### config.mk
export PLATFORM = sky130hd
export DESIGN_NAME = horizontal_prescaler_filter
export DESIGN_NICKNAME = d
export VERILOG_FILES = /design/src/logic/hps_pkg.sv /design/src/logic/horizontal_prescaler_filter.sv
export SDC_FILE = /design/constraint.sdc
export NUM_CORES = 1
export LEC_CHECK = 0
export BUFFER_PORTS_ARGS = -buffer_cell sky130_fd_sc_hd__buf_2
export CAP_MARGIN = 20
export CORE_UTILIZATION = 66
export DETAILED_ROUTE_END_ITERATION = 7
export PLACE_DENSITY = 0.82
export SYNTH_ARGS = -nofsm -noshare
export SYNTH_HDL_FRONTEND = slang
export SYNTH_SLANG_ARGS = --single-unit
export TNS_END_PERCENT = 30
### constraint.sdc
create_clock -name clk -period 25.3 [get_ports clk]
set_input_delay 1.265 -clock clk [delete_from_list [all_inputs] [get_ports clk]]
set_output_delay 1.265 -clock clk [all_outputs]
set_load 0.005 [all_outputs]
### src/logic/hps_pkg.sv
package hps_pkg;

    // ------------------------------------------------------------------
    // Register map and field layout
    // ------------------------------------------------------------------
    localparam logic [7:0] REG_RATIO_ADDR = 8'hA0;  // Integer decimation ratio
    localparam logic [7:0] REG_ACL_ADDR   = 8'hA1;  // Accumulation length
    localparam logic [7:0] REG_CTRL_ADDR  = 8'hA2;  // Prefilter and gain control

    localparam int CHROMA_SEL_LSB = 6;  // chroma_prefilter_select [7:6]
    localparam int LUMA_SEL_LSB   = 4;  // luma_prefilter_select [5:4]
    localparam int WEIGHT_BIT     = 3;  // inner_weight_select
    localparam int SHIFT_LSB      = 0;  // gain_renorm_shift [2:0]

    localparam logic [5:0] RATIO_RST = 6'h01;
    localparam logic [5:0] ACL_RST   = 6'h00;
    localparam logic [7:0] CTRL_RST  = 8'h00;

    // ------------------------------------------------------------------
    // Prefilter codes and kernel normalisation shifts
    // ------------------------------------------------------------------
    localparam logic [1:0] PF_BYPASS = 2'h0;
    localparam logic [1:0] PF_121    = 2'h1;
    localparam logic [1:0] PF_WIDE   = 2'h2;
    localparam logic [1:0] PF_12221  = 2'h3;

    localparam int SH_121   = 2;  // Kernel sum 4
    localparam int SH_12221 = 3;  // Kernel sum 8
    localparam int SH_WIDE  = 5;  // Kernel sum 32 (luma taps scaled by 4)

    localparam int NTAPS      = 7;
    localparam int CENTER_TAP = 3;
    localparam int PIX_W      = 8;
    localparam int ACC_W      = 16;
    localparam int FIFO_DEPTH = 4;

    // ------------------------------------------------------------------
    // Pixel carrier
    // ------------------------------------------------------------------
    typedef struct packed {
        logic [7:0] luma;
        logic [7:0] chroma;
        logic       sol;   // First pixel of a line
        logic       eol;   // Last pixel of a line
    } pix_t;

    localparam int PIX_T_W = 18;

endpackage : hps_pkg

### src/logic/horizontal_prescaler_filter.sv
`timescale 1ns/10ps

// --------------------------------------------------------------------------
// Output FIFO
// --------------------------------------------------------------------------
module pix_fifo #(
    parameter int WIDTH = 18,
    parameter int DEPTH = 4
) (
    input  wire logic             clk,
    input  wire logic             rst,
    input  wire logic             in_valid,
    output logic                  in_ready,
    input  wire logic [WIDTH-1:0] in_data,
    output logic                  out_valid,
    input  wire logic             out_ready,
    output logic [WIDTH-1:0]      out_data
);
    localparam int AW = $clog2(DEPTH);

    typedef struct packed {
        logic [DEPTH-1:0][WIDTH-1:0] mem;
        logic [AW-1:0]               wp;
        logic [AW-1:0]               rp;
        logic [AW:0]                 cnt;
    } fifo_st_t;

    fifo_st_t st_r;
    fifo_st_t st_nxt;
    logic     do_wr;
    logic     do_rd;

    // Honest flags straight from the occupancy count
    assign in_ready  = (st_r.cnt != (AW+1)'(DEPTH));
    assign out_valid = (st_r.cnt != '0);
    assign out_data  = st_r.mem[st_r.rp];
    assign do_wr     = in_valid && in_ready;
    assign do_rd     = out_valid && out_ready;

    // Pointer and count update; pointers wrap since depth is a power of two
    always_comb begin
        st_nxt = st_r;
        if (do_wr) begin
            st_nxt.mem[st_r.wp] = in_data;
            st_nxt.wp           = st_r.wp + AW'(1);
        end
        st_nxt.rp  = st_r.rp + AW'(do_rd);
        st_nxt.cnt = st_r.cnt + (AW+1)'(do_wr) - (AW+1)'(do_rd);
    end
    always_ff @(posedge clk or posedge rst) begin
        if (rst) begin
            st_r <= '0;
        end else begin
            st_r <= st_nxt;
        end
    end

endmodule : pix_fifo

// --------------------------------------------------------------------------
// Horizontal prescaler
// --------------------------------------------------------------------------
// Contract
// - Averaging DC gain is 1 at length zero, else (weight bit + 1) times accumulation length plus (1 - weight bit).
// - Luma and chroma share one line timing and one decimation ratio but own filter selects.
// - First and last output pixel of each line are raw copies of source samples.
// - Select 00 bypasses, 01 applies 1-2-1, 11 applies 1-2-2-2-1, on both paths.
// - Select 10 applies luma -1,1,1.75,4.5,1.75,1,-1 and chroma 3,8,10,8,3.
// - Chroma select sits in bits 7:6 and luma select in bits 5:4 of the control register.
// - Weight bit clear weighs all samples one; set weighs ends one and inner samples two.
// - The accumulated sum is divided by two to the power of the 3-bit shift.
module horizontal_prescaler_filter
    import hps_pkg::*;
(
    input  wire logic       clk,
    input  wire logic       rst,
    input  wire logic       reg_wr,
    input  wire logic [7:0] reg_addr,
    input  wire logic [7:0] reg_wdata,
    output logic [7:0]      reg_rdata,
    input  wire logic       in_valid,
    output logic            in_ready,
    input  wire pix_t       in_pix,
    output logic            out_valid,
    input  wire logic       out_ready,
    output pix_t            out_pix
);

    typedef struct packed {
        logic [5:0]                        ratio;
        logic [5:0]                        acl;
        logic [7:0]                        ctrl;
        logic [7:0]                        rdata;
        logic [1:0][NTAPS-1:0][PIX_W-1:0]  taps;   // [0] luma, [1] chroma
        logic [5:0]                        phase;
        logic [1:0]                        act;
        logic [1:0][5:0]                   cnt;
        logic [1:0][1:0][ACC_W-1:0]        acc;    // [window][path]
        logic                              nxt;
    } core_t;

    core_t st_r;
    core_t st_nxt;
    logic  fifo_in_ready;
    logic  push;
    pix_t  push_pix;

    // ------------------------------------------------------------------
    // Helpers
    // ------------------------------------------------------------------
    function automatic logic signed [15:0] ext(input logic [7:0] x);
        ext = signed'({8'h00, x});
    endfunction : ext
    // Kernel sums are all powers of two, so normalisation is a plain shift
    function automatic logic [7:0] fir(input logic [NTAPS-1:0][PIX_W-1:0] t,
                                       input logic [1:0] sel,
                                       input logic chroma);
        logic signed [15:0] s;
        logic signed [15:0] r;
        s = ext(t[CENTER_TAP]);
        case (sel)
            PF_121: begin
                s = ext(t[2]) + (ext(t[3]) <<< 1) + ext(t[4]);
                r = s >>> SH_121;
            end
            PF_12221: begin
                s = ext(t[1]) + (ext(t[2]) <<< 1) + (ext(t[3]) <<< 1)
                  + (ext(t[4]) <<< 1) + ext(t[5]);
                r = s >>> SH_12221;
            end
            PF_WIDE: begin
                if (chroma) begin
                    s = 16'sd3 * ext(t[1]) + 16'sd8 * ext(t[2]) + 16'sd10 * ext(t[3])
                      + 16'sd8 * ext(t[4]) + 16'sd3 * ext(t[5]);
                end else begin
                    // Peak positive sum is about forty times full scale
                    s = 16'sd4 * (ext(t[1]) + ext(t[5]) - ext(t[0]) - ext(t[6]))
                      + 16'sd7 * (ext(t[2]) + ext(t[4])) + 16'sd18 * ext(t[3]);
                end
                r = s >>> SH_WIDE;
            end
            default: r = s;
        endcase
        // Negative lobes of the wide luma kernel can undershoot black
        fir = (r < 16'sd0) ? 8'h00 : ((r > 16'sd255) ? 8'hFF : r[7:0]);
    endfunction : fir
    // Contribution of one sample to a window at position c
    function automatic logic [ACC_W-1:0] wsample(input logic [7:0] f,
                                                 input logic [5:0] c,
                                                 input logic [5:0] acl,
                                                 input logic w2);
        wsample = (w2 && (c != 6'h00) && (c != acl)) ? {7'h00, f, 1'b0}
                                                     : {8'h00, f};
    endfunction : wsample
    function automatic logic [7:0] renorm(input logic [ACC_W-1:0] a,
                                          input logic [2:0] sh);
        logic [ACC_W-1:0] q;
        q = a >> sh;
        // Saturation only bites when the shift is set too small
        renorm = (q > 16'h00FF) ? 8'hFF : q[7:0];
    endfunction : renorm

    // ------------------------------------------------------------------
    // Register access, prefilter and decimator
    // ------------------------------------------------------------------
    assign in_ready = fifo_in_ready;

    always_comb begin
        logic [1:0][7:0]  filt;
        logic [1:0][1:0]  sel;
        logic [1:0]       done;
        logic [7:0]       res_y;
        logic [7:0]       res_c;
        logic             w2;
        logic [2:0]       sh;
        logic             k;
        filt   = '0;
        done   = '0;
        res_y  = '0;
        res_c  = '0;
        k      = 1'b0;
        st_nxt = st_r;
        push     = 1'b0;
        push_pix = '0;
        w2  = st_r.ctrl[WEIGHT_BIT];
        sh  = st_r.ctrl[SHIFT_LSB +: 3];
        sel[0] = st_r.ctrl[LUMA_SEL_LSB +: 2];
        sel[1] = st_r.ctrl[CHROMA_SEL_LSB +: 2];

        // Register writes; unmapped addresses are ignored
        if (reg_wr) begin
            case (reg_addr)
                REG_RATIO_ADDR: st_nxt.ratio = reg_wdata[5:0];
                REG_ACL_ADDR:   st_nxt.acl   = reg_wdata[5:0];
                REG_CTRL_ADDR:  st_nxt.ctrl  = reg_wdata;
                default:        st_nxt.ctrl  = st_nxt.ctrl;
            endcase
        end
        case (reg_addr)
            REG_RATIO_ADDR: st_nxt.rdata = {2'h0, st_r.ratio};
            REG_ACL_ADDR:   st_nxt.rdata = {2'h0, st_r.acl};
            REG_CTRL_ADDR:  st_nxt.rdata = st_r.ctrl;
            default:        st_nxt.rdata = 8'h00;
        endcase

        if (in_valid && fifo_in_ready) begin
            // Line start fills the taps with the first sample so edges stay flat
            if (in_pix.sol) begin
                st_nxt.taps[0] = {NTAPS{in_pix.luma}};
                st_nxt.taps[1] = {NTAPS{in_pix.chroma}};
            end else begin
                st_nxt.taps[0] = {st_r.taps[0][NTAPS-2:0], in_pix.luma};
                st_nxt.taps[1] = {st_r.taps[1][NTAPS-2:0], in_pix.chroma};
            end
            for (int p = 0; p < 2; p++) begin
                filt[p] = fir(st_nxt.taps[p], sel[p], p[0]);
            end

            if (in_pix.sol || in_pix.eol) begin
                // Edge samples go out untouched; open windows are dropped
                push          = 1'b1;
                push_pix      = in_pix;
                st_nxt.act    = 2'b00;
                st_nxt.phase  = 6'h00;
                st_nxt.nxt    = 1'b0;
            end else begin
                // Running windows; both paths share the window timing
                for (int j = 0; j < 2; j++) begin
                    if (st_r.act[j]) begin
                        for (int p = 0; p < 2; p++) begin
                            st_nxt.acc[j][p] = st_r.acc[j][p]
                                + wsample(filt[p], st_r.cnt[j], st_r.acl, w2);
                        end
                        if (st_r.cnt[j] == st_r.acl) begin
                            done[j]       = 1'b1;
                            st_nxt.act[j] = 1'b0;
                        end else begin
                            st_nxt.cnt[j] = st_r.cnt[j] + 6'h01;
                        end
                    end
                end
                // A new window opens every ratio samples, alternating slots
                if (st_r.phase == 6'h00) begin
                    k = st_r.nxt;
                    for (int p = 0; p < 2; p++) begin
                        st_nxt.acc[k][p] = {8'h00, filt[p]};
                    end
                    st_nxt.cnt[k] = 6'h01;
                    st_nxt.act[k] = (st_r.acl != 6'h00);
                    done[k]       = done[k] | (st_r.acl == 6'h00);
                    st_nxt.nxt    = ~st_r.nxt;
                end
                // A zero ratio behaves as one rather than locking up
                st_nxt.phase = ((st_r.phase + 6'h01) >= st_r.ratio) ? 6'h00
                             : st_r.phase + 6'h01;
                // With legal lengths at most one window closes per sample
                if (done != 2'b00) begin
                    k        = !done[0];
                    res_y    = renorm(st_nxt.acc[k][0], sh);
                    res_c    = renorm(st_nxt.acc[k][1], sh);
                    push     = 1'b1;
                    push_pix = '{luma: res_y, chroma: res_c, sol: 1'b0, eol: 1'b0};
                end
            end
        end
    end

    always_ff @(posedge clk or posedge rst) begin
        if (rst) begin
            st_r <= '{ratio: RATIO_RST, acl: ACL_RST, ctrl: CTRL_RST, default: '0};
        end else begin
            st_r <= st_nxt;
        end
    end

    assign reg_rdata = st_r.rdata;

    // ------------------------------------------------------------------
    // Output buffer; its back-pressure stalls the input
    // ------------------------------------------------------------------
    pix_fifo #(
        .WIDTH (PIX_T_W),
        .DEPTH (FIFO_DEPTH)
    ) u_fifo (
        .clk       (clk),
        .rst       (rst),
        .in_valid  (push),
        .in_ready  (fifo_in_ready),
        .in_data   (push_pix),
        .out_valid (out_valid),
        .out_ready (out_ready),
        .out_data  (out_pix)
    );

endmodule : horizontal_prescaler_filter

==> results of run 1 <==
==> metal layers <==
metal,wire length [um],vias up,share of wire
li1,-,10460,-
met5,0,-,0
met3,6560,225,0.087
met1,30170,11320,0.40
met4,3625,0,0.048
met2,35480,1098,0.47
==> sequential cells by signal, summed over array words and instances, names as in the netlist <==
name,flops
reg_rdata,8
st_r,193
u_fifo.st_r,79
==> Yosys cell counts, types with 58 or more instances <==
| library cell | instances |
|---|---|
| o21ai_0 | 207 |
| nand3_1 | 61 |
| inv_1 | 234 |
| dfrtp_1 | 279 |
| nand2_1 | 315 |
| a21oi_1 | 191 |
| nor2_1 | 184 |
| a21o_1 | 64 |
| ha_1 | 180 |
| mux2i_1 | 58 |
| fa_1 | 131 |
| xnor2_1 | 70 |
| mux2_2 | 76 |
| clkbuf_1 | 113 |
==> worst paths after layout <==
check	from	slack [ps]	endpoint	cells past startpoint
setup reg to reg	st_r[110]	14360	u_fifo.st_r[76]	43
max in group asynchronous	rst	22100	st_r[220]	5
hold reg to reg	u_fifo.st_r[54]	470	u_fifo.st_r[54]	2
setup / recovery	in_pix[1]	13200	u_fifo.st_r[76]	45
min in group asynchronous	rst	850	st_r[107]	2
hold / removal	u_fifo.st_r[54]	470	u_fifo.st_r[54]	2
==> critical path, delay by kind of cell <==
family                   cells  cell delay, ps
AND/OR/NAND/NOR              8            1780
XOR/XNOR                     2             360
AO/OA/AOI/OAI               18            4620
adder cells (fa/ha/maj)      6            2410
buffers and inverters        8            1400
multiplexers                 3             750
==> kinds of logic (layout without fill, tap and decap cells) <==
| group | Yosys count | count (layout) | share of synthesized area |
|---|---|---|---|
| compound gates | 864 | 864 | 0.2199 |
| xor+xnor | 109 | 109 | 0.03684 |
| fa+ha+maj | 311 | 311 | 0.1881 |
| buf+inv | 381 | 396 | 0.05721 |
| flops | 280 | 280 | 0.2704 |
| mux | 155 | 155 | 0.07367 |
| simple gates | 830 | 830 | 0.1539 |
==> layout make-up <==
class | instances | area [um2]
flip-flops and latches | 280 | 7008
multi-input cells | 2269 | 17440
inverters | 239 | 904.6
well taps | 518 | 648.1
clock buffers | 45 | 848.3
repair buffers | 99 | 588.1
clock inverters | 13 | 138.9
fillers | 2929 | 11070
==> stage by stage <==
stage,cell area (um2),std cells
2_1_floorplan,25920,2930
3_3_place_gp,26570,3403
3_5_place_dp,26570,3403
4_1_cts,27560,3461
5_1_grt,27580,3463
6_report,27580,3463
==> results.toml, run 1 <==
[sta]
rsz0062_at_grt = "false"
worst_slack_ps = 13200
fin_crit_sh = 0.4785
final_hold_viol_count = 0
finClkSkew_ps = 10.06
whs_ps = 471.8
max-slew-margin-rel = 0.2097
max_freq_mhz = 82.61
setup_viol = 0
drv_slew = 0
tns_ps = 0
fin_crit_ps = 12110
tightest_slew_ps = 1185

[job]
max-cap-violations = 0

[clock_network]
clk_latency_ps = 610
cts_hold_buf = 0
cts_tree = "built"
cts.sinks = 280
cts_buffer_depth = 3
post-cts-setup-buffer-count = 0
cts-root-buf = "clkbuf_16"
cts_buffers = 31
clk_pin_slew_ps = 60
cts-resized-gates = 0
htree_levels = 1

[placed_design]
dp_slack_ps = 12840
gp_congestion = 0.9905
portBuffers = 66
dpl.hpwl_mm = 56.43

[grt]
grt_util_met3 = 0.07110
grt_pass1_vias = 22720
grt_util_met2 = 0.6136
grt_max_degree = 130
antenna_found_initial = 1
gr-total-overflow = 0
grt_pass1_wl_mm = 120.9
use_met1 = 0.4907
grt-busiest-layer = "met2"
gr-usage-all-layers = 0.3768

[floorplanning]
initial_utilization = 0.6706
coreArea_um2 = 38650
die_h_um = 200.2
dieWidth_um = 200.2
die_area_um2 = 40070
pin_count = 67
rows = 72

[critical_path]
crit_top_cell = "a21oi_1"
max_stage_delay_ps = 850
path_max_fanout = 58
worstPathRequired_ps = 25790
cp_slowest_cell = "o31ai_1"
cp-start-kind = "primary input"
crit_type = "primary input to flop"
end_kind = "flop"
crit_arrival_ps = 12590

[logic_synthesis]
synthTopCellsByArea = "dfrtp_1 (27%), fa_1 (10%), ha_1 (8.7%)"
postSynthNetCount = 3280
synth_top_area_cell = "dfrtp_1"
synth_edf_count = 0
yosys.area.top_type_share = 0.2694
ys_seq_area_frac = 0.2704
synth_area_um2 = 25920
async_reset_ff_frac = 1.000
postSynthCellCount = 2930
ys.flop_type = "dfrtp_1"
ys_ff_latch = 280
ys_types = 100
yosys_warnings = 0
postSynthAreaPerCell_um2 = 8.846

[routing]
first_iter_violations = 2317
drcViolationCount = 0
via_per_inst = 6.670
wire_per_inst_um = 21.90
ant_nets = 0
via_count = 23100
dr.pass1.iters = 6
postRouteWirelength_mm = 75.84

[cells_and_area]
fin_util = 0.7136
most-common-layout-cells = "nand2_1 (314), dfrtp_1 (279), inv_1 (232)"
n_antenna_cell = 0
fin_nets = 3270
final_common_cell = "nand2_1"
layout-drive-gt1-share = 0.09779
area_delta_synth_final_pct = 6.416

[run_status]
status = "finished, final reports clean"

[hold_path]
hp-class = "flop to flop"
Power of run 1 is not shown: default switching activity piles up to over one toggle a cycle in this logic, so the estimate is an artifact.
==> run 2: changes to the inputs <==
Settings changed: ABC_AREA from default to 1, CORE_UTILIZATION 66 to 65, PLACE_DENSITY 0.82 to 0.8.
Clock period 25.3 ns to 12.5 ns, I/O delays scaled along.
==> run 2 against run 1 <==
Effect of this change: the flow now finishes with violations (design-rule violations); sequential share of layout area is 0.064 points higher; area after synthesis is 0.76% lower; die area is 0.76% higher; register-to-register slack worse by 12000 ps; non-clock buffer count is 14 lower; critical path depth is 12 higher; global-route usage is 0.94 points higher; synthesized cell count is 22% higher; clock skew is 9.6 ps higher; design area is 0.25% lower; sequential cell count stayed put; via count is 7.9% higher; critical endpoint is now u_fifo.st_r[53].
==> results.toml, run 2 <==
[critical_path]
reg2reg_to = "u_fifo.st_r[53]"
crit_type = "primary input to flop"
crit_arrival_ps = 10840
r2r_slack_ps = 2780
reg2reg_depth = 53
worstPathRequired_ps = 12970
r2r-start = "st_r[93]"
end_kind = "flop"
cp-start-kind = "primary input"
path_max_fanout = 37
max_stage_delay_ps = 590
crit_top_cell = "nand2_1"
cp_slowest_cell = "buf_2"
startpoint = "in_pix[1]"

[floorplanning]
rows = 72
initial_utilization = 0.6624
coreArea_um2 = 38830
die_h_um = 200.9
dieWidth_um = 200.9
pin_count = 67
die_area_um2 = 40370

[sta]
fin_crit_ps = 10380
tns_ps = 0
max-slew-margin-rel = 0.2833
fin_crit_sh = 0.8303
setup_viol = 0
max_freq_mhz = 96.35
final_hold_viol_count = 0
finClkSkew_ps = 19.69
rsz0062_at_grt = "false"
tightest_slew_ps = 1074
drv_slew = 0

[logic_synthesis]
synth_edf_count = 0
synth_common_cells = "nand2_1 (989), inv_1 (441), nand3_1 (335)"
postSynthNetCount = 3925
yosys.area.top_type_share = 0.2714
ys_seq_area_frac = 0.2725
synth_top_area_cell = "dfrtp_1"
postSynthAreaPerCell_um2 = 7.195
synth_area_um2 = 25720
ys.flop_type = "dfrtp_1"
synth.most_common_cell = "nand2_1"
synthTopCellsByArea = "dfrtp_1 (27%), nand2_1 (14%), fa_1 (10%)"
async_reset_ff_frac = 1.000
ys_types = 64
postSynthCellCount = 3575
yosys_warnings = 0
ys_ff_latch = 280

[cells_and_area]
most-common-layout-cells = "nand2_1 (988), inv_1 (439), nand3_1 (335)"
n_antenna_cell = 0
fillers = 3255
regMostFlops = "st_r"
largest_register_ffs = 193
area_delta_synth_final_pct = 6.961
layout-drive-gt1-share = 0.07006
fin_util = 0.7086
fin_nets = 3923
final_common_cell = "nand2_1"

[routing]
dr.pass1.iters = 8
ant_nets = 0
via_count = 24930
via_per_inst = 6.058
postRouteWirelength_mm = 76.16
drcViolationCount = 10
first_iter_violations = 2585
wire_per_inst_um = 18.51

[clock_network]
cts_hold_buf = 0
cts-resized-gates = 0
cts_buffers = 34
post-cts-setup-buffer-count = 0
clk_pin_slew_ps = 70
cts.sinks = 280
cts-root-buf = "clkbuf_16"
htree_levels = 2
cts_buffer_depth = 3
cts_tree = "built"
clk_latency_ps = 570

[run_status]
violations = "design-rule violations"
status = "finished, violations left"

[grt]
grt_max_degree = 131
gr-usage-all-layers = 0.3863
grt_pass1_vias = 24810
gr-total-overflow = 0
antenna_found_initial = 0
grt_pass1_wl_mm = 125.4

[placed_design]
portBuffers = 66
dpl.hpwl_mm = 56.44
gp_congestion = 0.9874

[job]
max-cap-violations = 0

[hold_path]
hp-class = "primary input to asynchronous set/reset pin"
run 2: cell types whose count changed in the layout (fill, tap and decap cells not counted), moves of 42 or more:
cell      before  now
inv_1        232  439
nand2_1      314  988
nand2_2        0   45
a21o_1        64   14
mux2_2        76    0
o21ai_0      207  271
mux2i_1       58    0
nand3_1       60  335
a211oi_1      46    4
xnor2_1       70   19
run 2: per-stage QoR:
| step | instances | area (um2) | hold WS, ps | worst slack, ps |
|---|---|---|---|---|
| 2_1_floorplan | 3575 | 25720 | 443.6 | 3778 |
| 3_3_place_gp | 4054 | 26290 | 458.1 | 2257 |
| 3_5_place_dp | 4054 | 26290 | 460.2 | 1918 |
| 4_1_cts | 4114 | 27480 | 307.9 | 2439 |
| 5_1_grt | 4115 | 27510 | 338.2 | 1144 |
| 6_report | 4115 | 27510 | 272.2 | 2121 |
run 2: final cells by class:
cell class	count	area, um2	share of cell area
Multi-Input combinational cell	2715	16450	0.5978
Sequential cell	280	7008	0.2547
Timing Repair Buffer	85	493.0	0.01792
Clock buffer	43	944.7	0.03434
Tap cell	518	648.1	0.02356
Inverter	457	1723	0.06262
Clock inverter	17	249.0	0.009050
run 2: how the worst max path moves through the flow:
stage                                 end  depth (start not counted)  slack (ps)
final                     u_fifo.st_r[53]                         57        2120
after global routing      u_fifo.st_r[17]                         57        1140
after CTS                 u_fifo.st_r[53]                         57        2440
after detailed placement  u_fifo.st_r[53]                         57        1920
after global placement    u_fifo.st_r[71]                         57        2260
after floorplan           u_fifo.st_r[17]                         59        3780
run 2: kinds of logic after synthesis:
group / count (synthesis) / share of synthesized area
AND/OR/NAND/NOR: 1724 / 0.2917
XOR/XNOR: 70 / 0.02384
AO/OA/AOI/OAI: 610 / 0.1337
buffers and inverters: 580 / 0.08873
flip-flops: 280 / 0.2725
adder cells (fa/ha/maj): 311 / 0.1895
run 2: critical path: cells and delay by family:
kind                       cells  cell delay, ps
and+or+nand+nor               30            3700
adders and majority gates      6            2570
AOI/OAI and AO/OA             12            2080
buffers and inverters          7            1450
xor gates and xnor gates       2             410
run 2: metal layers:
metal  GRT usage  part of all wire
met1      0.5149              0.42
met2      0.6228              0.46
met3     0.06558             0.089
met4      0.1638             0.040
met5           0                 0
Power of run 2 is left out for the same reason.
